$ cat src/core/edmac_consts.svh
`ifndef EDMAC_CONSTS_SVH
`define EDMAC_CONSTS_SVH

// Register byte offsets
`define EDMAC_OFF_XFER_COUNT  8'h00
`define EDMAC_OFF_BLOCK_COUNT 8'h04
`define EDMAC_OFF_XFER_MODE   8'h08
`define EDMAC_OFF_ACK_OUTPUT  8'h0C
`define EDMAC_OFF_SW_REQUEST  8'h10
`define EDMAC_OFF_STATUS      8'h14

// Field positions of the mode register
`define EDMAC_MODE_LSB        0
`define EDMAC_SRC_LSB         2
`define EDMAC_ENABLE_BIT      4

// Transfer modes
`define EDMAC_MODE_NORMAL     2'b00
`define EDMAC_MODE_REPEAT     2'b01
`define EDMAC_MODE_BLOCK      2'b10
`define EDMAC_MODE_CLUSTER    2'b11

// Request sources
`define EDMAC_SRC_SOFTWARE    2'b00
`define EDMAC_SRC_EXT_PIN     2'b01
`define EDMAC_SRC_PERIPH      2'b10
`define EDMAC_SRC_CMP_MATCH   2'b11

// Count encodings: a zero field means the largest value
`define EDMAC_COUNT_MAX       11'h400
`define EDMAC_CLUSTER_MAX     11'h008

// Reset values
`define EDMAC_RST_COUNT       10'h000
`define EDMAC_RST_MODE        2'b00
`define EDMAC_RST_SRC         2'b00
`define EDMAC_RST_ACK         4'h0

`endif

$ cat src/core/edmac_pkg.sv
package edmac_pkg;

    // Acknowledge output settings, bit 3 down to bit 0
    typedef struct packed {
        logic polarity;
        logic out_enable;
        logic negate_wait;
        logic toggle_sel;
    } edmac_ack_cfg_t;

    typedef enum logic [0:0] {
        EDMAC_ST_IDLE,
        EDMAC_ST_RUN
    } edmac_state_t;

endpackage

$ cat src/core/edmac_ack_out.sv
`timescale 1ns/100ps
`default_nettype none

module edmac_ack_out (
    input  wire logic                     i_ref_clk,
    input  wire logic                     i_rst,
    input  wire edmac_pkg::edmac_ack_cfg_t i_cfg,
    input  wire logic                     i_beat,
    output logic                          o_busy,
    output logic                          o_pin,
    output logic                          o_pin_oe
);
    logic active_r;
    logic active_nxt;
    logic hold_r;
    logic hold_nxt;
    logic tog_r;
    logic tog_nxt;
    logic level;

    ////////////////////////////////////////////////////////////////////////
    // Pulse, stretch and toggle state
    always_comb begin
        hold_nxt   = active_r && i_cfg.negate_wait && !hold_r;
        active_nxt = i_beat || hold_nxt;
        tog_nxt    = tog_r ^ i_beat;
    end

    always_ff @(posedge i_ref_clk) begin
        if (i_rst) begin
            active_r <= 1'b0;
            hold_r   <= 1'b0;
            tog_r    <= 1'b0;
        end else begin
            active_r <= active_nxt;
            hold_r   <= hold_nxt;
            tog_r    <= tog_nxt;
        end
    end

    assign o_busy   = i_cfg.negate_wait && active_r;
    assign level    = i_cfg.toggle_sel ? tog_r : active_r;
    assign o_pin    = i_cfg.polarity ? (i_cfg.out_enable && level)
                                     : !(i_cfg.out_enable && level);
    assign o_pin_oe = i_cfg.out_enable;
endmodule
`default_nettype wire

$ cat src/core/edmac_channel.sv
// The APB register port and the register offsets are this design's own decisions.
`timescale 1ns/100ps
`default_nettype none
`include "edmac_consts.svh"

module edmac_channel #(
    parameter int DATA_W     = 32,
    parameter int FIFO_DEPTH = 16
) (
    input  wire logic              i_ref_clk,
    input  wire logic              i_rst,
    input  wire logic              i_psel,
    input  wire logic              i_penable,
    input  wire logic              i_pwrite,
    input  wire logic [7:0]        i_paddr,
    input  wire logic [31:0]       i_pwdata,
    output logic      [31:0]       o_prdata,
    output logic                   o_pready,
    output logic                   o_pslverr,
    input  wire logic              i_ext_req,
    input  wire logic              i_periph_req,
    input  wire logic              i_cmp_match,
    input  wire logic [DATA_W-1:0] i_src_data,
    input  wire logic              i_src_valid,
    output logic                   o_src_ready,
    output logic      [DATA_W-1:0] o_ext_data,
    output logic                   o_ext_we,
    output logic                   o_ext_transfer_ack_pin,
    output logic                   o_ext_transfer_ack_pin_oe
);
    localparam int LW = $clog2(FIFO_DEPTH) + 1;

    edmac_pkg::edmac_state_t   state_r;
    edmac_pkg::edmac_state_t   state_nxt;
    edmac_pkg::edmac_ack_cfg_t ack_cfg_r;
    edmac_pkg::edmac_ack_cfg_t ack_cfg_nxt;
    logic [9:0]        xfer_count_r;
    logic [9:0]        xfer_count_nxt;
    logic [9:0]        block_count_r;
    logic [9:0]        block_count_nxt;
    logic [1:0]        mode_r;
    logic [1:0]        mode_nxt;
    logic [1:0]        src_r;
    logic [1:0]        src_nxt;
    logic              enable_r;
    logic              enable_nxt;
    logic              pending_r;
    logic              pending_nxt;
    logic [10:0]       xfer_left_r;
    logic [10:0]       xfer_left_nxt;
    logic [10:0]       blocks_left_r;
    logic [10:0]       blocks_left_nxt;
    logic [10:0]       burst_left_r;
    logic [10:0]       burst_left_nxt;
    logic [DATA_W-1:0] ext_data_r;
    logic [DATA_W-1:0] ext_data_nxt;
    logic              ext_we_r;
    logic              ext_we_nxt;
    logic [31:0]       prdata_r;
    logic [31:0]       prdata_nxt;
    logic              req_meta_r;
    logic              req_sync_r;
    logic              req_prev_r;
    logic              wr_en;
    logic              rd_setup;
    logic              addr_ok;
    logic              start;
    logic              sw_req;
    logic              req_evt;
    logic              beat;
    logic              burst_end;
    logic              ack_busy;
    logic              fifo_valid;
    logic [DATA_W-1:0] fifo_data;
    logic [LW-1:0]     fifo_level;
    logic [10:0]       count_units;
    logic [10:0]       block_units;
    logic [10:0]       cluster_units;

    ////////////////////////////////////////////////////////////////////////
    // APB decode
    assign o_pready  = 1'b1;
    assign wr_en     = i_psel && i_penable && i_pwrite && addr_ok;
    assign rd_setup  = i_psel && !i_penable && !i_pwrite;
    assign o_pslverr = i_psel && i_penable && !addr_ok;
    assign o_prdata  = prdata_r;

    assign addr_ok = (i_paddr == `EDMAC_OFF_XFER_COUNT) || (i_paddr == `EDMAC_OFF_BLOCK_COUNT)
                     || (i_paddr == `EDMAC_OFF_XFER_MODE) || (i_paddr == `EDMAC_OFF_ACK_OUTPUT)
                     || (i_paddr == `EDMAC_OFF_SW_REQUEST) || (i_paddr == `EDMAC_OFF_STATUS);

    // Read data captured in the setup phase
    always_comb begin
        prdata_nxt = prdata_r;
        if (rd_setup) begin
            if (i_paddr == `EDMAC_OFF_XFER_COUNT) begin
                prdata_nxt = {22'h00_0000, xfer_count_r};
            end else if (i_paddr == `EDMAC_OFF_BLOCK_COUNT) begin
                prdata_nxt = {22'h00_0000, block_count_r};
            end else if (i_paddr == `EDMAC_OFF_XFER_MODE) begin
                prdata_nxt = {27'h000_0000, enable_r, src_r, mode_r};
            end else if (i_paddr == `EDMAC_OFF_ACK_OUTPUT) begin
                prdata_nxt = {28'h000_0000, ack_cfg_r};
            end else if (i_paddr == `EDMAC_OFF_STATUS) begin
                prdata_nxt = {5'h00, xfer_left_r, {(8 - LW){1'b0}}, fifo_level,
                              5'h00, pending_r, (state_r == edmac_pkg::EDMAC_ST_RUN),
                              enable_r};
            end else begin
                prdata_nxt = 32'h0000_0000;
            end
        end
    end

    ////////////////////////////////////////////////////////////////////////
    // Request sources
    assign sw_req  = wr_en && (i_paddr == `EDMAC_OFF_SW_REQUEST) && i_pwdata[0];
    assign start   = wr_en && (i_paddr == `EDMAC_OFF_XFER_MODE)
                     && i_pwdata[`EDMAC_ENABLE_BIT] && !enable_r;

    always_comb begin
        case (src_r)
            `EDMAC_SRC_SOFTWARE: req_evt = sw_req;
            `EDMAC_SRC_EXT_PIN:  req_evt = req_sync_r && !req_prev_r;
            `EDMAC_SRC_PERIPH:   req_evt = i_periph_req;
            default:             req_evt = i_cmp_match;
        endcase
    end

    // Zero field encodes the largest count
    assign count_units   = (xfer_count_r == 10'h000) ? `EDMAC_COUNT_MAX
                                                     : {1'b0, xfer_count_r};
    assign block_units   = (block_count_r == 10'h000) ? `EDMAC_COUNT_MAX
                                                      : {1'b0, block_count_r};
    assign cluster_units = (xfer_count_r[2:0] == 3'h0) ? `EDMAC_CLUSTER_MAX
                                                       : {8'h00, xfer_count_r[2:0]};

    assign beat      = (state_r == edmac_pkg::EDMAC_ST_RUN) && fifo_valid && !ack_busy;
    assign burst_end = beat && (burst_left_r == 11'h001);

    ////////////////////////////////////////////////////////////////////////
    // Registers and transfer engine
    always_comb begin
        state_nxt       = state_r;
        ack_cfg_nxt     = ack_cfg_r;
        xfer_count_nxt  = xfer_count_r;
        block_count_nxt = block_count_r;
        mode_nxt        = mode_r;
        src_nxt         = src_r;
        enable_nxt      = enable_r;
        pending_nxt     = pending_r;
        xfer_left_nxt   = xfer_left_r;
        blocks_left_nxt = blocks_left_r;
        burst_left_nxt  = burst_left_r;
        ext_data_nxt    = ext_data_r;
        ext_we_nxt      = beat;
        if (beat) begin
            ext_data_nxt   = fifo_data;
            burst_left_nxt = burst_left_r - 11'h001;
        end
        case (state_r)
            edmac_pkg::EDMAC_ST_IDLE: begin
                if (enable_r && pending_r) begin
                    pending_nxt = 1'b0;
                    state_nxt   = edmac_pkg::EDMAC_ST_RUN;
                    if (mode_r == `EDMAC_MODE_BLOCK) begin
                        burst_left_nxt = count_units;
                    end else if (mode_r == `EDMAC_MODE_CLUSTER) begin
                        burst_left_nxt = cluster_units;
                    end else begin
                        burst_left_nxt = 11'h001;
                    end
                end
            end
            edmac_pkg::EDMAC_ST_RUN: begin
                if (burst_end) begin
                    state_nxt = edmac_pkg::EDMAC_ST_IDLE;
                    if (mode_r == `EDMAC_MODE_NORMAL) begin
                        xfer_left_nxt = xfer_left_r - 11'h001;
                        if (xfer_left_r == 11'h001) begin
                            enable_nxt = 1'b0;
                        end
                    end else if (mode_r == `EDMAC_MODE_REPEAT) begin
                        xfer_left_nxt = xfer_left_r - 11'h001;
                        if (xfer_left_r == 11'h001) begin
                            xfer_left_nxt = count_units;
                        end
                    end else if (mode_r == `EDMAC_MODE_BLOCK) begin
                        blocks_left_nxt = blocks_left_r - 11'h001;
                        if (blocks_left_r == 11'h001) begin
                            enable_nxt = 1'b0;
                        end
                    end
                end
            end
            default: state_nxt = edmac_pkg::EDMAC_ST_IDLE;
        endcase
        if (wr_en) begin
            if (i_paddr == `EDMAC_OFF_XFER_COUNT) begin
                xfer_count_nxt = i_pwdata[9:0];
            end else if (i_paddr == `EDMAC_OFF_BLOCK_COUNT) begin
                block_count_nxt = i_pwdata[9:0];
            end else if (i_paddr == `EDMAC_OFF_XFER_MODE) begin
                mode_nxt   = i_pwdata[`EDMAC_MODE_LSB +: 2];
                src_nxt    = i_pwdata[`EDMAC_SRC_LSB +: 2];
                enable_nxt = i_pwdata[`EDMAC_ENABLE_BIT];
                if (!i_pwdata[`EDMAC_ENABLE_BIT]) begin
                    state_nxt   = edmac_pkg::EDMAC_ST_IDLE;
                    pending_nxt = 1'b0;
                end
            end else if (i_paddr == `EDMAC_OFF_ACK_OUTPUT) begin
                ack_cfg_nxt = i_pwdata[3:0];
            end
        end
        if (start) begin
            xfer_left_nxt   = count_units;
            blocks_left_nxt = block_units;
            pending_nxt     = 1'b0;
            state_nxt       = edmac_pkg::EDMAC_ST_IDLE;
        end
        if (req_evt) begin
            pending_nxt = 1'b1;
        end
    end

    always_ff @(posedge i_ref_clk) begin
        if (i_rst) begin
            state_r       <= edmac_pkg::EDMAC_ST_IDLE;
            ack_cfg_r     <= `EDMAC_RST_ACK;
            xfer_count_r  <= `EDMAC_RST_COUNT;
            block_count_r <= `EDMAC_RST_COUNT;
            mode_r        <= `EDMAC_RST_MODE;
            src_r         <= `EDMAC_RST_SRC;
            enable_r      <= 1'b0;
            pending_r     <= 1'b0;
            xfer_left_r   <= `EDMAC_COUNT_MAX;
            blocks_left_r <= `EDMAC_COUNT_MAX;
            burst_left_r  <= 11'h001;
            ext_data_r    <= '0;
            ext_we_r      <= 1'b0;
            prdata_r      <= 32'h0000_0000;
            req_meta_r    <= 1'b0;
            req_sync_r    <= 1'b0;
            req_prev_r    <= 1'b0;
        end else begin
            state_r       <= state_nxt;
            ack_cfg_r     <= ack_cfg_nxt;
            xfer_count_r  <= xfer_count_nxt;
            block_count_r <= block_count_nxt;
            mode_r        <= mode_nxt;
            src_r         <= src_nxt;
            enable_r      <= enable_nxt;
            pending_r     <= pending_nxt;
            xfer_left_r   <= xfer_left_nxt;
            blocks_left_r <= blocks_left_nxt;
            burst_left_r  <= burst_left_nxt;
            ext_data_r    <= ext_data_nxt;
            ext_we_r      <= ext_we_nxt;
            prdata_r      <= prdata_nxt;
            req_meta_r    <= i_ext_req;
            req_sync_r    <= req_meta_r;
            req_prev_r    <= req_sync_r;
        end
    end

    assign o_ext_data = ext_data_r;
    assign o_ext_we   = ext_we_r;

    ////////////////////////////////////////////////////////////////////////
    // Data buffer and acknowledge pin
    edmac_fifo #(
        .WIDTH (DATA_W),
        .DEPTH (FIFO_DEPTH)
    ) u_fifo (
        .i_ref_clk  (i_ref_clk),
        .i_rst      (i_rst),
        .i_wr_data  (i_src_data),
        .i_wr_valid (i_src_valid),
        .o_wr_ready (o_src_ready),
        .o_rd_data  (fifo_data),
        .o_rd_valid (fifo_valid),
        .i_rd_ready (beat),
        .o_level    (fifo_level)
    );

    edmac_ack_out u_ack (
        .i_ref_clk (i_ref_clk),
        .i_rst     (i_rst),
        .i_cfg     (ack_cfg_r),
        .i_beat    (beat),
        .o_busy    (ack_busy),
        .o_pin     (o_ext_transfer_ack_pin),
        .o_pin_oe  (o_ext_transfer_ack_pin_oe)
    );
endmodule
`default_nettype wire

$ cat src/core/edmac_fifo.sv
`timescale 1ns/100ps
`default_nettype none

module edmac_fifo #(
    parameter int WIDTH = 32,
    parameter int DEPTH = 16,
    parameter int AW    = $clog2(DEPTH)
) (
    input  wire logic             i_ref_clk,
    input  wire logic             i_rst,
    input  wire logic [WIDTH-1:0] i_wr_data,
    input  wire logic             i_wr_valid,
    output logic                  o_wr_ready,
    output logic      [WIDTH-1:0] o_rd_data,
    output logic                  o_rd_valid,
    input  wire logic             i_rd_ready,
    output logic      [AW:0]      o_level
);
    logic [WIDTH-1:0] mem_r [DEPTH];
    logic [AW-1:0]    wr_ptr_r;
    logic [AW-1:0]    wr_ptr_nxt;
    logic [AW-1:0]    rd_ptr_r;
    logic [AW-1:0]    rd_ptr_nxt;
    logic [AW:0]      level_r;
    logic [AW:0]      level_nxt;
    logic             push;
    logic             pop;

    assign o_wr_ready = (level_r != DEPTH[AW:0]);
    assign o_rd_valid = (level_r != '0);
    assign o_rd_data  = mem_r[rd_ptr_r];
    assign o_level    = level_r;
    assign push       = i_wr_valid && o_wr_ready;
    assign pop        = i_rd_ready && o_rd_valid;

    always_comb begin
        wr_ptr_nxt = push ? wr_ptr_r + 1'b1 : wr_ptr_r;
        rd_ptr_nxt = pop ? rd_ptr_r + 1'b1 : rd_ptr_r;
        level_nxt  = level_r + {{AW{1'b0}}, push} - {{AW{1'b0}}, pop};
    end

    always_ff @(posedge i_ref_clk) begin
        if (i_rst) begin
            wr_ptr_r <= '0;
            rd_ptr_r <= '0;
            level_r  <= '0;
        end else begin
            wr_ptr_r <= wr_ptr_nxt;
            rd_ptr_r <= rd_ptr_nxt;
            level_r  <= level_nxt;
        end
    end

    always_ff @(posedge i_ref_clk) begin
        if (push) begin
            mem_r[wr_ptr_r] <= i_wr_data;
        end
    end

endmodule
`default_nettype wire

$ cat config.mk
export PLATFORM = sky130hd
export DESIGN_NAME = edmac_channel
export DESIGN_NICKNAME = d
export VERILOG_FILES = /design/src/core/edmac_pkg.sv /design/src/core/edmac_ack_out.sv /design/src/core/edmac_channel.sv /design/src/core/edmac_fifo.sv
export VERILOG_INCLUDE_DIRS = /design/src /design/src/core
export SDC_FILE = /design/constraint.sdc
export NUM_CORES = 1
export LEC_CHECK = 0
export BUFFER_PORTS_ARGS = -buffer_cell sky130_fd_sc_hd__clkbuf_2
export CORE_MARGIN = 2
export CORE_UTILIZATION = 55
export CTS_CLUSTER_SIZE = 16
export DETAILED_ROUTE_END_ITERATION = 6
export HOLD_SLACK_MARGIN = 0.05
export PLACE_DENSITY = 0.71
export SYNTH_ARGS = -nofsm -noshare
export SYNTH_HDL_FRONTEND = slang
export SYNTH_SLANG_ARGS = --single-unit
$ cat constraint.sdc
create_clock -name i_ref_clk -period 5.9 [get_ports i_ref_clk]
set_clock_uncertainty 0.15 [all_clocks]
set_input_delay 1.18 -clock i_ref_clk [delete_from_list [all_inputs] [get_ports i_ref_clk]]
set_output_delay 1.18 -clock i_ref_clk [all_outputs]
set_load 0.03 [all_outputs]
==> flow_metrics.tcl <==
set metrics [dict create \
    r2r_slack_ns 2.56 \
    grt_pass1_vias 14400 \
    antenna_left 0 \
    synthSimpleGateAreaFrac_pct 6.15 \
    outcome "complete, no violations" \
    setup_slack_ns 2.01 \
    hold_path.class "flip-flop to flip-flop" \
    cts_buffer_depth 3 \
    synth-edff-count 512 \
    min_period_over_period_pct 66.0 \
    dp_cells 2222 \
    synth_xor_area_share_pct 0.954 \
    worstSetupPathType "input port to output port" \
    cts_hold_buffers 0 \
    r2r_end "u_fifo.o_level[4]" \
    avgRoutedWirePerCell_um 24.2 \
    grt_first_pass_wirelength_um 85800 \
    viasPerCell 6.21 \
    io_pins 151 \
    dieWidth_um 220 \
    synthAdderAreaFrac_pct 0.905 \
    tns_ns 0 \
    cts_tree "built" \
    synthCells 1570 \
    cts_root_buf "clkbuf_16" \
    rsz0062_at_grt "false" \
    synth_top_family_by_area "multiplexers" \
    postCtsSetupBuffers 0 \
    fin_crit_ns 3.89 \
    synth_compound_area_share_pct 6.11 \
    cp_data_required_time_ns 4.57 \
    hp-start "u_ack.hold_r" \
    dpl.hpwl_um 31400 \
    synth_seq_cells 652 \
    r2r-start "u_fifo.o_level[3]" \
    synth_area_leaders "edfxtp_1 (60%), mux4_2 (12%), dfxtp_1 (11%)" \
    irDropWorstVdd_uv 293 \
    avgSynthCellArea_um2 16.4 \
    p_leak_nw 9.65 \
    slew_headroom_pct 14.0 \
    yosysUniqueCellTypes 68 \
    grt_usage_pct 23.8 \
    powerDensity_nw_per_um2 332 \
    synth_warnings 0 \
    finalMaxSlewViolations 0 \
    routed_wl_um 56700 \
    synth_mux_area_share_pct 12.9 \
    yosys.area.top_type_share_pct 59.8 \
    die_area_um2 48500 \
    cts.sink_count 652 \
    overflow 0 \
    grt_start_max_net_pins 120 \
    fp-row-count 79 \
    timing.final.hold_violations 0 \
    fillers 3222 \
    start_util_pct 55.4 \
    ctsResizeCount 0 \
    route.detailed.drc 0 \
    insertion_delay_ns 0.61 \
    seq_area_frac_synth_pct 70.7 \
    dieHeight_um 220 \
    place_ws_ns 2.05 \
    critPathArrivalTime_ns 2.56 \
    crit_fanout 10 \
    vias 14600 \
    worstHoldEndpoint "u_ack.hold_r" \
    yosysTopAreaCell "edfxtp_1" \
    min_path_cells 1 \
    dr.first_iter.drc_count 1557 \
    synth-main-ff-cell "edfxtp_1" \
    area_delta_synth_final_pct 13.3 \
    cts_max_level 3 \
    end_kind "output port" \
    dr.pass1.iters 5 \
    finalNetCount 1783 \
    final_core_util_pct 62.8 \
    fin_cells 2346 \
    clk_pin_slew_ns 0.05 \
    core_um2 46400 \
    drive_above_1_share_pct 24.4 \
    post_dp_cell_area_um2 27000 \
    finalInstanceArea_um2 29100 \
    numCtsBuffers 67 \
    max_freq_ghz 0.257 \
    port_buffers 119 \
    reg2regPathDepth 14 \
    finalSetupViolations 0 \
    worst_slew_pin_slew_ns 1.28 \
    start_kind "input port" \
    cap_viol_max_count 0 \
    syn_area_um2 25700 \
    synth-async-reset-ratio_pct 0 \
    mostFrequentLayoutCells "edfxtp_1 (512), dfxtp_1 (138), mux4_2 (132)" \
    gp_congestion 0.857 \
    antenna_found_initial 2 \
    final_common_cell "edfxtp_1" \
]
-- cell usage after synthesis, types with 5 or more instances --
cell / n
nand2_1: 57
xor2_1: 9
or3_1: 8
mux2i_1: 27
a21oi_1: 119
nor4_1: 12
o211ai_1: 9
dfxtp_1: 140
clkbuf_1: 66
mux4_2: 132
inv_1: 22
xnor2_1: 19
a211oi_1: 5
or2_2: 7
a22oi_1: 64
buf_1: 7
nand3_1: 37
nand4_1: 8
nor3_1: 28
a31oi_1: 6
a221oi_1: 5
buf_4: 10
ha_1: 17
o21ai_0: 18
or4_1: 7
mux2_2: 7
buf_2: 23
nor2_1: 114
nor2b_1: 10
edfxtp_1: 512
-- worst max-delay path, stage by stage --
cell      delay [ns]
clkbuf_2        0.09
or4_1           0.60
nor2_2          0.39
nor3_1          0.11
clkbuf_2        0.20
-- routing by layer --
metal | up-vias | GRT usage (%) | wire length (um)
met4 | 2 | 6.44 | 1210
met1 | 7467 | 33.0 | 23800
met5 | - | 0 | 15
met2 | 593 | 38.9 | 27700
li1 | 6414 | - | -
met3 | 98 | 4.74 | 3990
-- power by group --
part	internal, W	total (W)	switching (W)
logic	0.000157	0.000460	0.000303
registers	0.00508	0.00512	0.0000394
clock network	0.00237	0.00408	0.00171
-- worst max path at each step --
stage | from | end | slack [ns] | depth (start not counted)
final | i_paddr[7] | o_pslverr | 2.01 | 5
after detailed placement | i_paddr[7] | o_pslverr | 2.05 | 5
after CTS | i_paddr[7] | o_pslverr | 2.04 | 5
after floorplan | i_src_valid | u_fifo.mem_r[3][0] | 1.35 | 4
after global placement | i_paddr[7] | o_pslverr | 2.05 | 5
after global routing | i_paddr[7] | o_pslverr | 1.98 | 5
-- layout make-up --
class | count | area, um2 | area share, %
antenna | 1 | 2.50 | 0.00859
clock inverter | 25 | 181 | 0.623
multi-input combinational | 794 | 7130 | 24.5
clock buffer | 98 | 1970 | 6.75
sequential | 652 | 18200 | 62.4
tap | 607 | 759 | 2.61
inverter | 23 | 86.3 | 0.296
timing repair buffer | 146 | 826 | 2.83
-- per-stage QoR --
step                power, W  hold slack (ns)
floorplan            0.00549            0.229
global placement     0.00566            0.238
detailed placement   0.00568            0.241
CTS                  0.00972            0.248
global route         0.00995            0.276
finish               0.00966            0.249
-- flip-flops by register name, summed over array words and instances (netlist names), 2 cells and up --
signal           count
ack_cfg_r            4
block_count_r       10
blocks_left_r       11
burst_left_r        11
mode_r               2
o_ext_data          32
o_prdata            24
src_r                2
u_fifo.mem_r       512
u_fifo.o_level       5
u_fifo.rd_ptr_r      4
u_fifo.wr_ptr_r      4
xfer_count_r        10
xfer_left_r         11
-- cell families (layout without fill, tap and decap cells) --
kind of cell,after synthesis,in the layout
AO/OA/AOI/OAI,252,252
XOR/XNOR,28,28
adder cells (fa/ha/maj),18,18
buffers and inverters,131,292
flip-flops,652,652
multiplexers,166,166
other,2,10
AND/OR/NAND/NOR,321,321
(Power assumes the default switching activity.)
